**src/smb_pkg.sv**
```systemverilog
package smb_pkg;

  localparam int          SLOTS         = 8;
  // Register byte offsets
  localparam logic [7:0]  SLOT0_OFF     = 8'h00;
  localparam logic [7:0]  CFG_OFF       = 8'h20;
  localparam logic [7:0]  STAT_OFF      = 8'h24;
  // Slot word layout
  localparam int          DATA_LSB      = 0;
  localparam int          ADR_LSB       = 16;
  localparam int          PRT_LSB       = 21;
  localparam int          OP_LSB        = 26;
  localparam int          FT_LSB        = 28;
  localparam int          DONE_BIT      = 31;
  localparam int          SPEED_BIT     = 0;
  // Reset values
  localparam logic        DONE_RST      = 1'b1;
  localparam logic        SPEED_RST     = 1'b0;
  // Frame type and opcode codes
  localparam logic [1:0]  FT_C45        = 2'h0;
  localparam logic [1:0]  FT_C22        = 2'h1;
  localparam logic [1:0]  OP_ADDR       = 2'h0;
  localparam logic [1:0]  OP_WR         = 2'h1;
  localparam logic [1:0]  OP_INC_RD     = 2'h2;
  localparam logic [1:0]  OP_RD         = 2'h3;
  localparam logic [1:0]  ST_C45        = 2'h0;
  localparam logic [1:0]  ST_C22        = 2'h1;
  localparam logic [1:0]  C22_OP_WR     = 2'h1;
  localparam logic [1:0]  C22_OP_RD     = 2'h2;
  localparam logic [1:0]  TA_WRITE      = 2'h2;
  localparam logic [1:0]  TA_READ       = 2'h3;
  // Fixed PHY port addresses and manageable devices
  localparam logic [4:0]  PHY1_ADDR     = 5'h01;
  localparam logic [4:0]  PHY2_ADDR     = 5'h02;
  localparam logic [4:0]  MMD_PMA       = 5'h01;
  localparam logic [4:0]  MMD_PCS       = 5'h03;
  localparam logic [4:0]  MMD_AN        = 5'h07;
  localparam logic [4:0]  MMD_VEND1     = 5'h1E;
  localparam logic [15:0] STD_REG_LAST  = 16'h7FFF;
  localparam logic [15:0] VEND_REG_FRST = 16'h8000;
  localparam logic [15:0] VEND_REG_LAST = 16'hFFFF;
  // Frame geometry
  localparam int          FRAME_BITS    = 64;
  localparam logic [5:0]  TA_IDX        = 6'h2E;
  localparam logic [5:0]  DATA_IDX      = 6'h30;
  localparam logic [5:0]  LAST_IDX      = 6'h3F;
  localparam logic [31:0] PREAMBLE      = 32'hFFFFFFFF;
  // Management clock timing
  localparam int          SYS_KHZ       = 40000;
  localparam int          MDC_SLOW_KHZ  = 2500;
  localparam int          MDC_FAST_KHZ  = 4166;
  localparam logic [3:0]  HALF_SLOW     =
    4'((SYS_KHZ + 2 * MDC_SLOW_KHZ - 1) / (2 * MDC_SLOW_KHZ));
  localparam logic [3:0]  HALF_FAST     =
    4'((SYS_KHZ + 2 * MDC_FAST_KHZ - 1) / (2 * MDC_FAST_KHZ));

  typedef struct packed {
    logic [1:0]  ft;
    logic [1:0]  op;
    logic [4:0]  prt;
    logic [4:0]  dev;
    logic [15:0] data;
  } smb_slot_type;

  typedef struct packed {
    logic        read;
    logic [63:0] frame;
  } smb_req_type;

  typedef enum logic {
    SMB_IDLE = 1'b0,
    SMB_RUN  = 1'b1
  } smb_state_type;

endpackage

```
**src/smb_top.sv**
```systemverilog
// Decided for this implementation: the address map and register access over APB.
`timescale 1ns/1ps
// Contract
// - Eight independent access slots, each one management transaction.
// - Management clock 2.5 MHz after reset; speed bit picks 4 MHz (half period rounded up to 5 cycles).
// - Master scans done bits round robin, launching any slot with done 0.
// - On completion set that slot's done bit, then examine next slot.
// - PHY one answers port address 1, PHY two address 2, fixed.
// - Frame type 0 gives Clause 45 framing, 1 gives Clause 22.
// - Opcode: 0 address, 1 write, 2 incrementing read, 3 read.
// - Clause 45 read leaves the 16-bit register content in slot data.
// - Incrementing reads return successive registers, each into its own slot.
// - Clause 22 uses one slot: register in device field, data in slot.
// - Slots run in order, so last armed done means all finished.
// - PHY MMDs: 0x01 PMA, 0x03 PCS, 0x07 autoneg, 0x1E vendor.
// - Standard registers up to 0x7FFF, vendor registers 0x8000 to 0xFFFF.
// - Five-bit port and device fields name 32 ports and 32 devices.
// - Configuration straps are captured just after reset release.
module smb_top (
  input  wire logic        I_SYS_CLK,
  input  wire logic        I_RST,
  input  wire logic        I_PSEL,
  input  wire logic        I_PENABLE,
  input  wire logic        I_PWRITE,
  input  wire logic [7:0]  I_PADDR,
  input  wire logic [31:0] I_PWDATA,
  output logic [31:0]      O_PRDATA,
  output logic             O_PREADY,
  output logic             O_PSLVERR,
  input  wire logic [3:0]  I_HW_CFG,
  output logic             O_MDC,
  output logic             O_MDIO_O,
  output logic             O_MDIO_OE,
  input  wire logic        I_MDIO_I
);
  localparam int N = smb_pkg::SLOTS;

  smb_pkg::smb_slot_type  slot_ff [N];
  logic [N-1:0]           done_ff;
  logic                   speed_ff;
  logic [3:0]             strap_ff;
  logic                   rst_q_ff;
  smb_pkg::smb_state_type state_ff;
  logic [2:0]             ptr_ff;
  logic [2:0]             act_ff;
  logic [31:0]            prdata_ff;

  wire                    setup    = I_PSEL && !I_PENABLE;
  wire                    access   = I_PSEL && I_PENABLE;
  wire                    aligned  = I_PADDR[1:0] == 2'h0;
  wire                    hit_slot = aligned && I_PADDR[7:5] == smb_pkg::SLOT0_OFF[7:5];
  wire                    hit_cfg  = I_PADDR == smb_pkg::CFG_OFF;
  wire                    hit_stat = I_PADDR == smb_pkg::STAT_OFF;
  wire                    mapped   = hit_slot || hit_cfg || hit_stat;
  wire                    wr_en    = access && I_PWRITE;
  wire [2:0]              widx     = I_PADDR[4:2];
  wire                    mdio_done;
  wire                    mdio_busy;
  wire [15:0]             rdata;
  wire                    rise;
  wire                    fall;
  wire                    start;
  wire                    cur_c22;
  wire                    cur_read;
  wire                    act_read;
  wire [1:0]              st_bits;
  wire [1:0]              op_bits;
  smb_pkg::smb_slot_type  cur;
  smb_pkg::smb_slot_type  act;
  smb_pkg::smb_req_type   req;
  logic [31:0]            rd_mux;

  assign cur      = slot_ff[ptr_ff];
  assign act      = slot_ff[act_ff];
  assign start    = state_ff == smb_pkg::SMB_IDLE && !done_ff[ptr_ff];
  assign cur_c22  = cur.ft == smb_pkg::FT_C22;
  assign cur_read = cur.op == smb_pkg::OP_RD || cur.op == smb_pkg::OP_INC_RD;
  assign act_read = act.op == smb_pkg::OP_RD || act.op == smb_pkg::OP_INC_RD
                    || (act.ft == smb_pkg::FT_C22 && act.op != smb_pkg::OP_WR);

  // Clause 22 has only write and read; anything but write reads
  assign st_bits  = cur_c22 ? smb_pkg::ST_C22 : smb_pkg::ST_C45;
  assign op_bits  = !cur_c22 ? cur.op :
                    (cur.op == smb_pkg::OP_WR ? smb_pkg::C22_OP_WR : smb_pkg::C22_OP_RD);
  assign req.read = cur_read || (cur_c22 && cur.op != smb_pkg::OP_WR);
  // Port and device fields pass through unchanged, full 5 bits each
  assign req.frame = {smb_pkg::PREAMBLE, st_bits, op_bits, cur.prt, cur.dev,
                      req.read ? smb_pkg::TA_READ : smb_pkg::TA_WRITE,
                      req.read ? 16'hFFFF : cur.data};

  always_comb
  begin
    rd_mux = 32'h00000000;
    if (hit_slot)
    begin
      rd_mux[smb_pkg::DATA_LSB +: 16] = slot_ff[widx].data;
      rd_mux[smb_pkg::ADR_LSB  +: 5]  = slot_ff[widx].dev;
      rd_mux[smb_pkg::PRT_LSB  +: 5]  = slot_ff[widx].prt;
      rd_mux[smb_pkg::OP_LSB   +: 2]  = slot_ff[widx].op;
      rd_mux[smb_pkg::FT_LSB   +: 2]  = slot_ff[widx].ft;
      rd_mux[smb_pkg::DONE_BIT]       = done_ff[widx];
    end
    else if (hit_cfg)
      rd_mux[smb_pkg::SPEED_BIT] = speed_ff;
    else if (hit_stat)
      rd_mux = {20'h00000, strap_ff, 4'h0, act_ff, mdio_busy};
  end

  assign O_PREADY  = 1'b1;
  assign O_PSLVERR = access && !mapped;
  assign O_PRDATA  = prdata_ff;

  // Read data is latched in the setup phase so the access phase needs no wait
  always_ff @(posedge I_SYS_CLK)
  begin
    if (I_RST)
      prdata_ff <= 32'h00000000;
    else if (setup)
      prdata_ff <= rd_mux;
  end

  // Slot storage; hardware completion wins over a host write in the same cycle
  always_ff @(posedge I_SYS_CLK)
  begin
    if (I_RST)
    begin
      for (int i = 0; i < N; i++)
        slot_ff[i] <= '0;
      done_ff <= {N{smb_pkg::DONE_RST}};
    end
    else
    begin
      for (int i = 0; i < N; i++)
      begin
        if (wr_en && hit_slot && widx == 3'(i))
        begin
          slot_ff[i].data <= I_PWDATA[smb_pkg::DATA_LSB +: 16];
          slot_ff[i].dev  <= I_PWDATA[smb_pkg::ADR_LSB +: 5];
          slot_ff[i].prt  <= I_PWDATA[smb_pkg::PRT_LSB +: 5];
          slot_ff[i].op   <= I_PWDATA[smb_pkg::OP_LSB +: 2];
          slot_ff[i].ft   <= I_PWDATA[smb_pkg::FT_LSB +: 2];
          done_ff[i]      <= I_PWDATA[smb_pkg::DONE_BIT];
        end
        if (mdio_done && act_ff == 3'(i))
        begin
          done_ff[i] <= 1'b1;
          if (act_read)
            slot_ff[i].data <= rdata;
        end
      end
    end
  end

  always_ff @(posedge I_SYS_CLK)
  begin
    if (I_RST)
      speed_ff <= smb_pkg::SPEED_RST;
    else if (wr_en && hit_cfg)
      speed_ff <= I_PWDATA[smb_pkg::SPEED_BIT];
  end

  // Straps are taken on the first edge after reset release
  always_ff @(posedge I_SYS_CLK)
  begin
    rst_q_ff <= I_RST;
    if (I_RST)
      strap_ff <= 4'h0;
    else if (rst_q_ff)
      strap_ff <= I_HW_CFG;
  end

  // Round-robin scheduler over the slots
  always_ff @(posedge I_SYS_CLK)
  begin
    if (I_RST)
    begin
      state_ff <= smb_pkg::SMB_IDLE;
      ptr_ff   <= 3'h0;
      act_ff   <= 3'h0;
    end
    else
    begin
      unique case (state_ff)
        smb_pkg::SMB_IDLE:
        begin
          if (start)
          begin
            state_ff <= smb_pkg::SMB_RUN;
            act_ff   <= ptr_ff;
          end
          else
            ptr_ff <= 3'(ptr_ff + 3'h1);
        end
        smb_pkg::SMB_RUN:
        begin
          if (mdio_done)
          begin
            state_ff <= smb_pkg::SMB_IDLE;
            ptr_ff   <= 3'(act_ff + 3'h1);
          end
        end
      endcase
    end
  end

  smb_mdc_gen u_mdc (
    .i_clk  (I_SYS_CLK),
    .i_rst  (I_RST),
    .i_run  (mdio_busy),
    .i_fast (speed_ff),
    .o_mdc  (O_MDC),
    .o_rise (rise),
    .o_fall (fall)
  );

  smb_mdio_shift u_shift (
    .i_clk     (I_SYS_CLK),
    .i_rst     (I_RST),
    .i_start   (start),
    .i_req     (req),
    .i_rise    (rise),
    .i_fall    (fall),
    .i_mdio_i  (I_MDIO_I),
    .o_busy    (mdio_busy),
    .o_done    (mdio_done),
    .o_rdata   (rdata),
    .o_mdio_o  (O_MDIO_O),
    .o_mdio_oe (O_MDIO_OE)
  );
endmodule

```
**src/smb_mdc_gen.sv**
```systemverilog
`timescale 1ns/1ps
module smb_mdc_gen (
  input  wire logic i_clk,
  input  wire logic i_rst,
  input  wire logic i_run,
  input  wire logic i_fast,
  output logic      o_mdc,
  output logic      o_rise,
  output logic      o_fall
);
  logic [3:0] cnt_ff;
  logic       mdc_ff;
  logic [3:0] half;
  logic       tick;

  assign half   = i_fast ? smb_pkg::HALF_FAST : smb_pkg::HALF_SLOW;
  assign tick   = i_run && (cnt_ff == 4'(half - 4'h1));
  assign o_rise = tick && !mdc_ff;
  assign o_fall = tick && mdc_ff;
  assign o_mdc  = mdc_ff;

  // Clock idles low between frames
  always_ff @(posedge i_clk)
  begin
    if (i_rst || !i_run)
    begin
      cnt_ff <= 4'h0;
      mdc_ff <= 1'b0;
    end
    else
    begin
      cnt_ff <= tick ? 4'h0 : 4'(cnt_ff + 4'h1);
      mdc_ff <= tick ? !mdc_ff : mdc_ff;
    end
  end
endmodule

```
**src/smb_mdio_shift.sv**
```systemverilog
`timescale 1ns/1ps
module smb_mdio_shift (
  input  wire logic                 i_clk,
  input  wire logic                 i_rst,
  input  wire logic                 i_start,
  input  wire smb_pkg::smb_req_type i_req,
  input  wire logic                 i_rise,
  input  wire logic                 i_fall,
  input  wire logic                 i_mdio_i,
  output logic                      o_busy,
  output logic                      o_done,
  output logic [15:0]               o_rdata,
  output logic                      o_mdio_o,
  output logic                      o_mdio_oe
);
  logic [2:0]  sync_ff;
  logic        mdio_s_ff;
  logic [63:0] sh_ff;
  logic [5:0]  bit_ff;
  logic        busy_ff;
  logic        rd_ff;
  logic        done_ff;
  logic [15:0] rdata_ff;
  logic        rd_phase;
  logic        last;

  assign rd_phase  = rd_ff && (bit_ff >= smb_pkg::TA_IDX);
  assign last      = bit_ff == smb_pkg::LAST_IDX;
  assign o_busy    = busy_ff;
  assign o_done    = done_ff;
  assign o_rdata   = rdata_ff;
  assign o_mdio_o  = sh_ff[63];
  assign o_mdio_oe = busy_ff && !rd_phase;

  // Three-stage synchroniser; a change counts once stages two and three agree
  always_ff @(posedge i_clk)
  begin
    if (i_rst)
    begin
      sync_ff   <= 3'h7;
      mdio_s_ff <= 1'b1;
    end
    else
    begin
      sync_ff   <= {sync_ff[1:0], i_mdio_i};
      mdio_s_ff <= (sync_ff[1] == sync_ff[2]) ? sync_ff[2] : mdio_s_ff;
    end
  end

  always_ff @(posedge i_clk)
  begin
    if (i_rst)
    begin
      sh_ff    <= 64'hFFFFFFFFFFFFFFFF;
      bit_ff   <= 6'h00;
      busy_ff  <= 1'b0;
      rd_ff    <= 1'b0;
      done_ff  <= 1'b0;
      rdata_ff <= 16'h0000;
    end
    else
    begin
      done_ff <= busy_ff && i_fall && last;
      if (!busy_ff && i_start)
      begin
        sh_ff   <= i_req.frame;
        bit_ff  <= 6'h00;
        busy_ff <= 1'b1;
        rd_ff   <= i_req.read;
      end
      else if (busy_ff && i_fall)
      begin
        sh_ff   <= {sh_ff[62:0], 1'b1};
        bit_ff  <= 6'(bit_ff + 6'h01);
        busy_ff <= !last;
      end
      // Sampled at the end of each bit: the synchroniser delay of four cycles is close to the five-cycle fast half period
      if (busy_ff && i_fall && rd_ff && bit_ff >= smb_pkg::DATA_IDX)
        rdata_ff <= {rdata_ff[14:0], mdio_s_ff};
    end
  end
endmodule

```
**config.mk**
```make
export PLATFORM = sky130hd
export DESIGN_NAME = smb_top
export DESIGN_NICKNAME = d
export VERILOG_FILES = /design/src/smb_pkg.sv /design/src/smb_top.sv /design/src/smb_mdc_gen.sv /design/src/smb_mdio_shift.sv
export SDC_FILE = /design/constraint.sdc
export NUM_CORES = 1
export LEC_CHECK = 0
export ABC_AREA = 1
export BUFFER_PORTS_ARGS = -buffer_cell sky130_fd_sc_hd__buf_2
export CAP_MARGIN = 10
export CORE_MARGIN = 2
export CORE_UTILIZATION = 35
export CTS_CLUSTER_DIAMETER = 40
export DETAILED_ROUTE_END_ITERATION = 10
export GPL_TIMING_DRIVEN = 0
export SYNTH_ARGS = -nofsm -noshare
export SYNTH_HDL_FRONTEND = slang
export SYNTH_HIERARCHICAL = 1
export SYNTH_SLANG_ARGS = --single-unit
```
**constraint.sdc**
```tcl
create_clock -name I_SYS_CLK -period 5.2 [get_ports I_SYS_CLK]
set_clock_uncertainty 0.2 [all_clocks]
set_input_delay 0.52 -clock I_SYS_CLK [delete_from_list [all_inputs] [get_ports I_SYS_CLK]]
set_output_delay 0.52 -clock I_SYS_CLK [all_outputs]
set_load 0.01 [all_outputs]
```
## Word level (Yosys, flattened, before mapping)

Memories as Yosys holds them, arrays and structs flattened. A register that Yosys moved wholly into a read port is not among the register bits.
Cells that the tools add are included.

| storage, ports and cells | value |
|---|---|
| memories kept | 1 |
| register bits | 151 |
| logic and storage cells | 310 |
| output and inout port bits | 37 |
| bits in writable memories | 240 |

| operators by class | value |
|---|---|
| magnitude comparators | 4 |
| muxes and demuxes | 129 |
| bitwise gates (word level) | 49 |
| eq/ne operators | 30 |
| add/sub/neg operators | 5 |
| reductions and logical operators | 66 |

Memories:

| memory | depth | width | read ports | clocked after Yosys merged registers in | write ports | line | text |
|---|---|---|---|---|---|---|---|
| slot_ff | 8 | 30 | 3 | 2 | 8 | smb_top.sv:38 | `smb_pkg::smb_slot_type slot_ff [N];` |

Operators by type and width:

| kind | count |
|---|---|
| two-way mux 16 bit | 17 |
| two-way mux 5 bit | 16 |
| two-way mux 32 bit | 2 |
| two-way mux 1 bit | 62 |
| OR 1 bit | 48 |
| two-way mux 2 bit | 18 |
| logical AND 1 bit | 35 |
| two-way mux 30 bit | 1 |
| equality test 3 bit, second input constant | 8 |
| OR reduction 2 bit | 10 |
| two-way mux 3 bit | 6 |
| equality test 8 x 6 -> 1 bit, second input constant | 2 |
| equality test 3 x 2 -> 1 bit, second input constant | 4 |
| greater-or-equal comparator 6 bit, second input constant | 2 |
| two-way mux 12 bit | 1 |
| two-way mux 11 bit | 1 |
| zero test 3 bit | 3 |
| equality test 2 bit, second input constant | 4 |
| < comparator 3 x 4 -> 1 bit, second input constant | 2 |
| zero test 1 bit | 7 |
| logical OR 1 bit | 7 |
| adder 3 x 1 -> 3 bit, second input constant | 2 |
| adder 6 x 1 -> 6 bit, second input constant | 1 |
| binary-select mux 1 bit (select 3 bit) | 2 |
| 16 further kinds | 22 |

## Logic depth before layout (Yosys ltp)

| logic depth | value |
|---|---|
| word-level depth | 9 |
| depth in mapped cells | 13 |

## By module

The synthesis kept the hierarchy.

Modules (own cells, without submodules):

| module | cells each | instances | sequential area each (um^2) | area each (um^2) |
|---|---|---|---|---|
| smb_top | 2102 | 1 | 8368.0 | 16395.7 |
| smb_mdio_shift | 493 | 1 | 1861.8 | 3659.8 |
| smb_mdc_gen | 36 | 1 | 100.1 | 247.7 |

## Least setup slack after synthesis

OpenSTA, ideal clock, no wires.

| timing | value |
|---|---|
| path type | input to register |
| from | in I_PADDR[6] |
| to | mem slot_ff[3][16] in the netlist's numbering (enable) |
| stages | 6 |
| required time | 4.639 ns |
| slack | 2.599 ns |
| buffers on the path | 1 |
| arrival time | 2.040 ns |
| cell sequence | nor2_1 > nand3_2 > nor3_4 > nand3_1 > clkbuf_1 > nand2_1 |

RTL lines:

| what | line | text |
|---|---|---|
| start: declaration | smb_top.sv:25 | `input wire logic [7:0] I_PADDR,` |
| end: declaration | smb_top.sv:38 |  |

==> results.md <==
* Avg WL per Cell at 24.2 um
* Switching Fraction at 36.1%
* Largest net degree at the start of global routing at 17
* Drc violations at 0
* Synth-to-Final Area Change at 20.9%
* Clock buffer count from CTS at 77
* Die height at 245 um
* Chip width at 245 um
* Final Setup Violations at 0
* CTS tree: yes
* Hold depth at 3
* Mapped Avg Cell Area at 7.72 sq um
* DP Wirelength at 62200 um
* Clk pwr share at 42.1%
* Status: completed
* RSZ-0062 raised after global routing: false
* Metal-1 WL at 33600 um
* Int Power at 7800 uW
* Vias in the first global route at 19300
* Root Driver: clkbuf_16
* Vias at 20600
* Combinational Power Share at 25.6%
* Final core utilization at 42.7%
* Final Hold Fails at 0
* # diodes at 0
* Synth Instances at 2630
* Worst Setup End Kind: register
* Switch Pwr at 4410 uW
* Leakage power at 0.0101 uW
* Yosys warns at 6
* Final antenna-violating net count at 0
* Data arrival, critical path at 4.21 ns
* Gr ovfl total at 0
* CP Launch Point: I_RST
* Fin crit share at 84.8%
* Maximum clock insertion buffer count at 3
* Max VDD drop at 0.000257 V
* Core footprint at 57500 sq um
* R2r setup slk at 0.87 ns
* PD cells at 497 nW/um^2
* Met3 routed WL at 9880 um
* Starting Density at 35.3%
* DR vias/cell at 5.63
* Gp weighted congestion at 1.01
* Worst setup endpoint: slot_ff[2][1]$_SDFFCE_PN0P_
* Maximum fanout along the worst path at 16
* Max cap viols at 0
* Commonest cells after routing, fill and taps aside: nand2_1, nor2_1, edfxtp_1, o21ai_0, inv_1
* Share of cells above drive strength 1 at 10.3%
* Rows at 88
* DRT Pass-1 Iters at 6
* Crit Path Class: in -> reg
* Req. time, crit path at 5.00 ns
* Die area at 59900 sq um
* Rel. slew slack at 10.2%
* Setup TNS at 0 ns
* Top Metal Used: met5
* Tot GR Track Use at 28.8%
* Max Slew Vio Count at 0
* Max Clk Rate at 227 MHz
* Worst-path clk slew at 0.05 ns
* FF-to-FF End: slot_ff[2][1]$_SDFFCE_PN0P_
* Cell Area, Synth at 20300 sq um
* Clk sinks at 396
* CP startpoint kind: primary input
* Global-route wire length before repair at 126000 um
* Number of nets in the layout at 2884
* Iteration-0 DRC Markers at 2921
* Most common cell after layout, fill and taps aside: nand2_1
* DR WL met2 at 39400 um
* R2R depth at 9
* Tightest Pin Transition at 1.34 ns
* Ports at 87
* CTS H-tree depth at 3
* Total routed wirelength at 88400 um
* Reg power frac at 32.3%
* Post-route cell area at 24500 sq um
* Postcts setup bufs at 0
* Tightest hold margin at 0.0195 ns
* Initial antenna violation count at 3
* Fin crit period at 4.41 ns
* Hold crit path type: in -> reg
* Post-DP Area at 21800 sq um
* Clk_lat worst skew at 0.62 ns
* I/O Buffers at 80
power by group through the flow:
stage	registers [uW]	logic, uW	clock network, uW
CTS	3940	3020	5160
finish	3950	3120	5130
floorplan	3910	1850	0
detailed placement	3990	3000	0
global placement	3980	2960	0
global route	3980	3330	5320
state kept, by name (all words and copies together), names as in the netlist, 3 cells and up, named ones only:
register / cells
O_PRDATA: 31
act_ff: 3
done_ff: 8
ptr_ff: 3
slot_ff: 240
strap_ff: 4
u_mdc/cnt_ff: 4
u_shift/bit_ff: 6
u_shift/o_rdata: 16
u_shift/sh_ff: 64
u_shift/sync_ff: 3
layer usage:
| metal | global-route usage, % | up-vias |
|---|---|---|
| met4 | 16.2 | 2 |
| met1 | 36.0 | 9677 |
| li1 | - | 9230 |
| met5 | 0 | - |
| met3 | 6.88 | 324 |
| met2 | 45.7 | 1352 |
worst min-delay path by stage:
stage | start | endpoint
after floorplan | u_shift/sync_ff[0]$_SDFF_PP1_ | u_shift/sync_ff[1]$_SDFF_PP1_
after global placement | u_shift/sync_ff[0]$_SDFF_PP1_ | u_shift/sync_ff[1]$_SDFF_PP1_
after detailed placement | u_shift/sync_ff[0]$_SDFF_PP1_ | u_shift/sync_ff[1]$_SDFF_PP1_
after CTS | I_PWDATA[18] | slot_ff[5][18]$_SDFFCE_PN0P_
after global routing | I_HW_CFG[2] | strap_ff[2]$_SDFFE_PP0P_
final | I_PWDATA[18] | slot_ff[5][18]$_SDFFCE_PN0P_
worst max-delay path, stage by stage:
cell and delay, ns:
dlygate4sd3_1 0.53, buf_2 0.14, buf_2 0.41, clkinv_1 0.27, nand3_1 0.46, clkbuf_1 0.73, nand3_1 1.11
through the flow:
step | power, uW | cells | setup WS, ns
after floorplan | 5760 | 2664 | 2.60
after global placement | 6940 | 3509 | 0.849
after detailed placement | 6990 | 3509 | 0.826
after CTS | 12100 | 3658 | 0.898
after global routing | 12600 | 3659 | 0.744
final | 12200 | 3659 | 0.792
layout make-up:
type                    count  area [sq um]
plain buffers             178           764
clock buffers              86          2010
clock inverters            57           666
fillers                  5791         32900
inverters                 182           684
multi-input cells        1908          8650
flip-flops and latches    396         10300
well taps                 765           957
repair buffers             87           475
what timing repair did:
item / CTS / global route
hold buffers: 6 / 0
endpoints found under the hold margin: 6 / 0
endpoints found under the setup margin: 0 / 0
gates resized for setup: 0 / 0
Power figures use the tool's default switching activity.
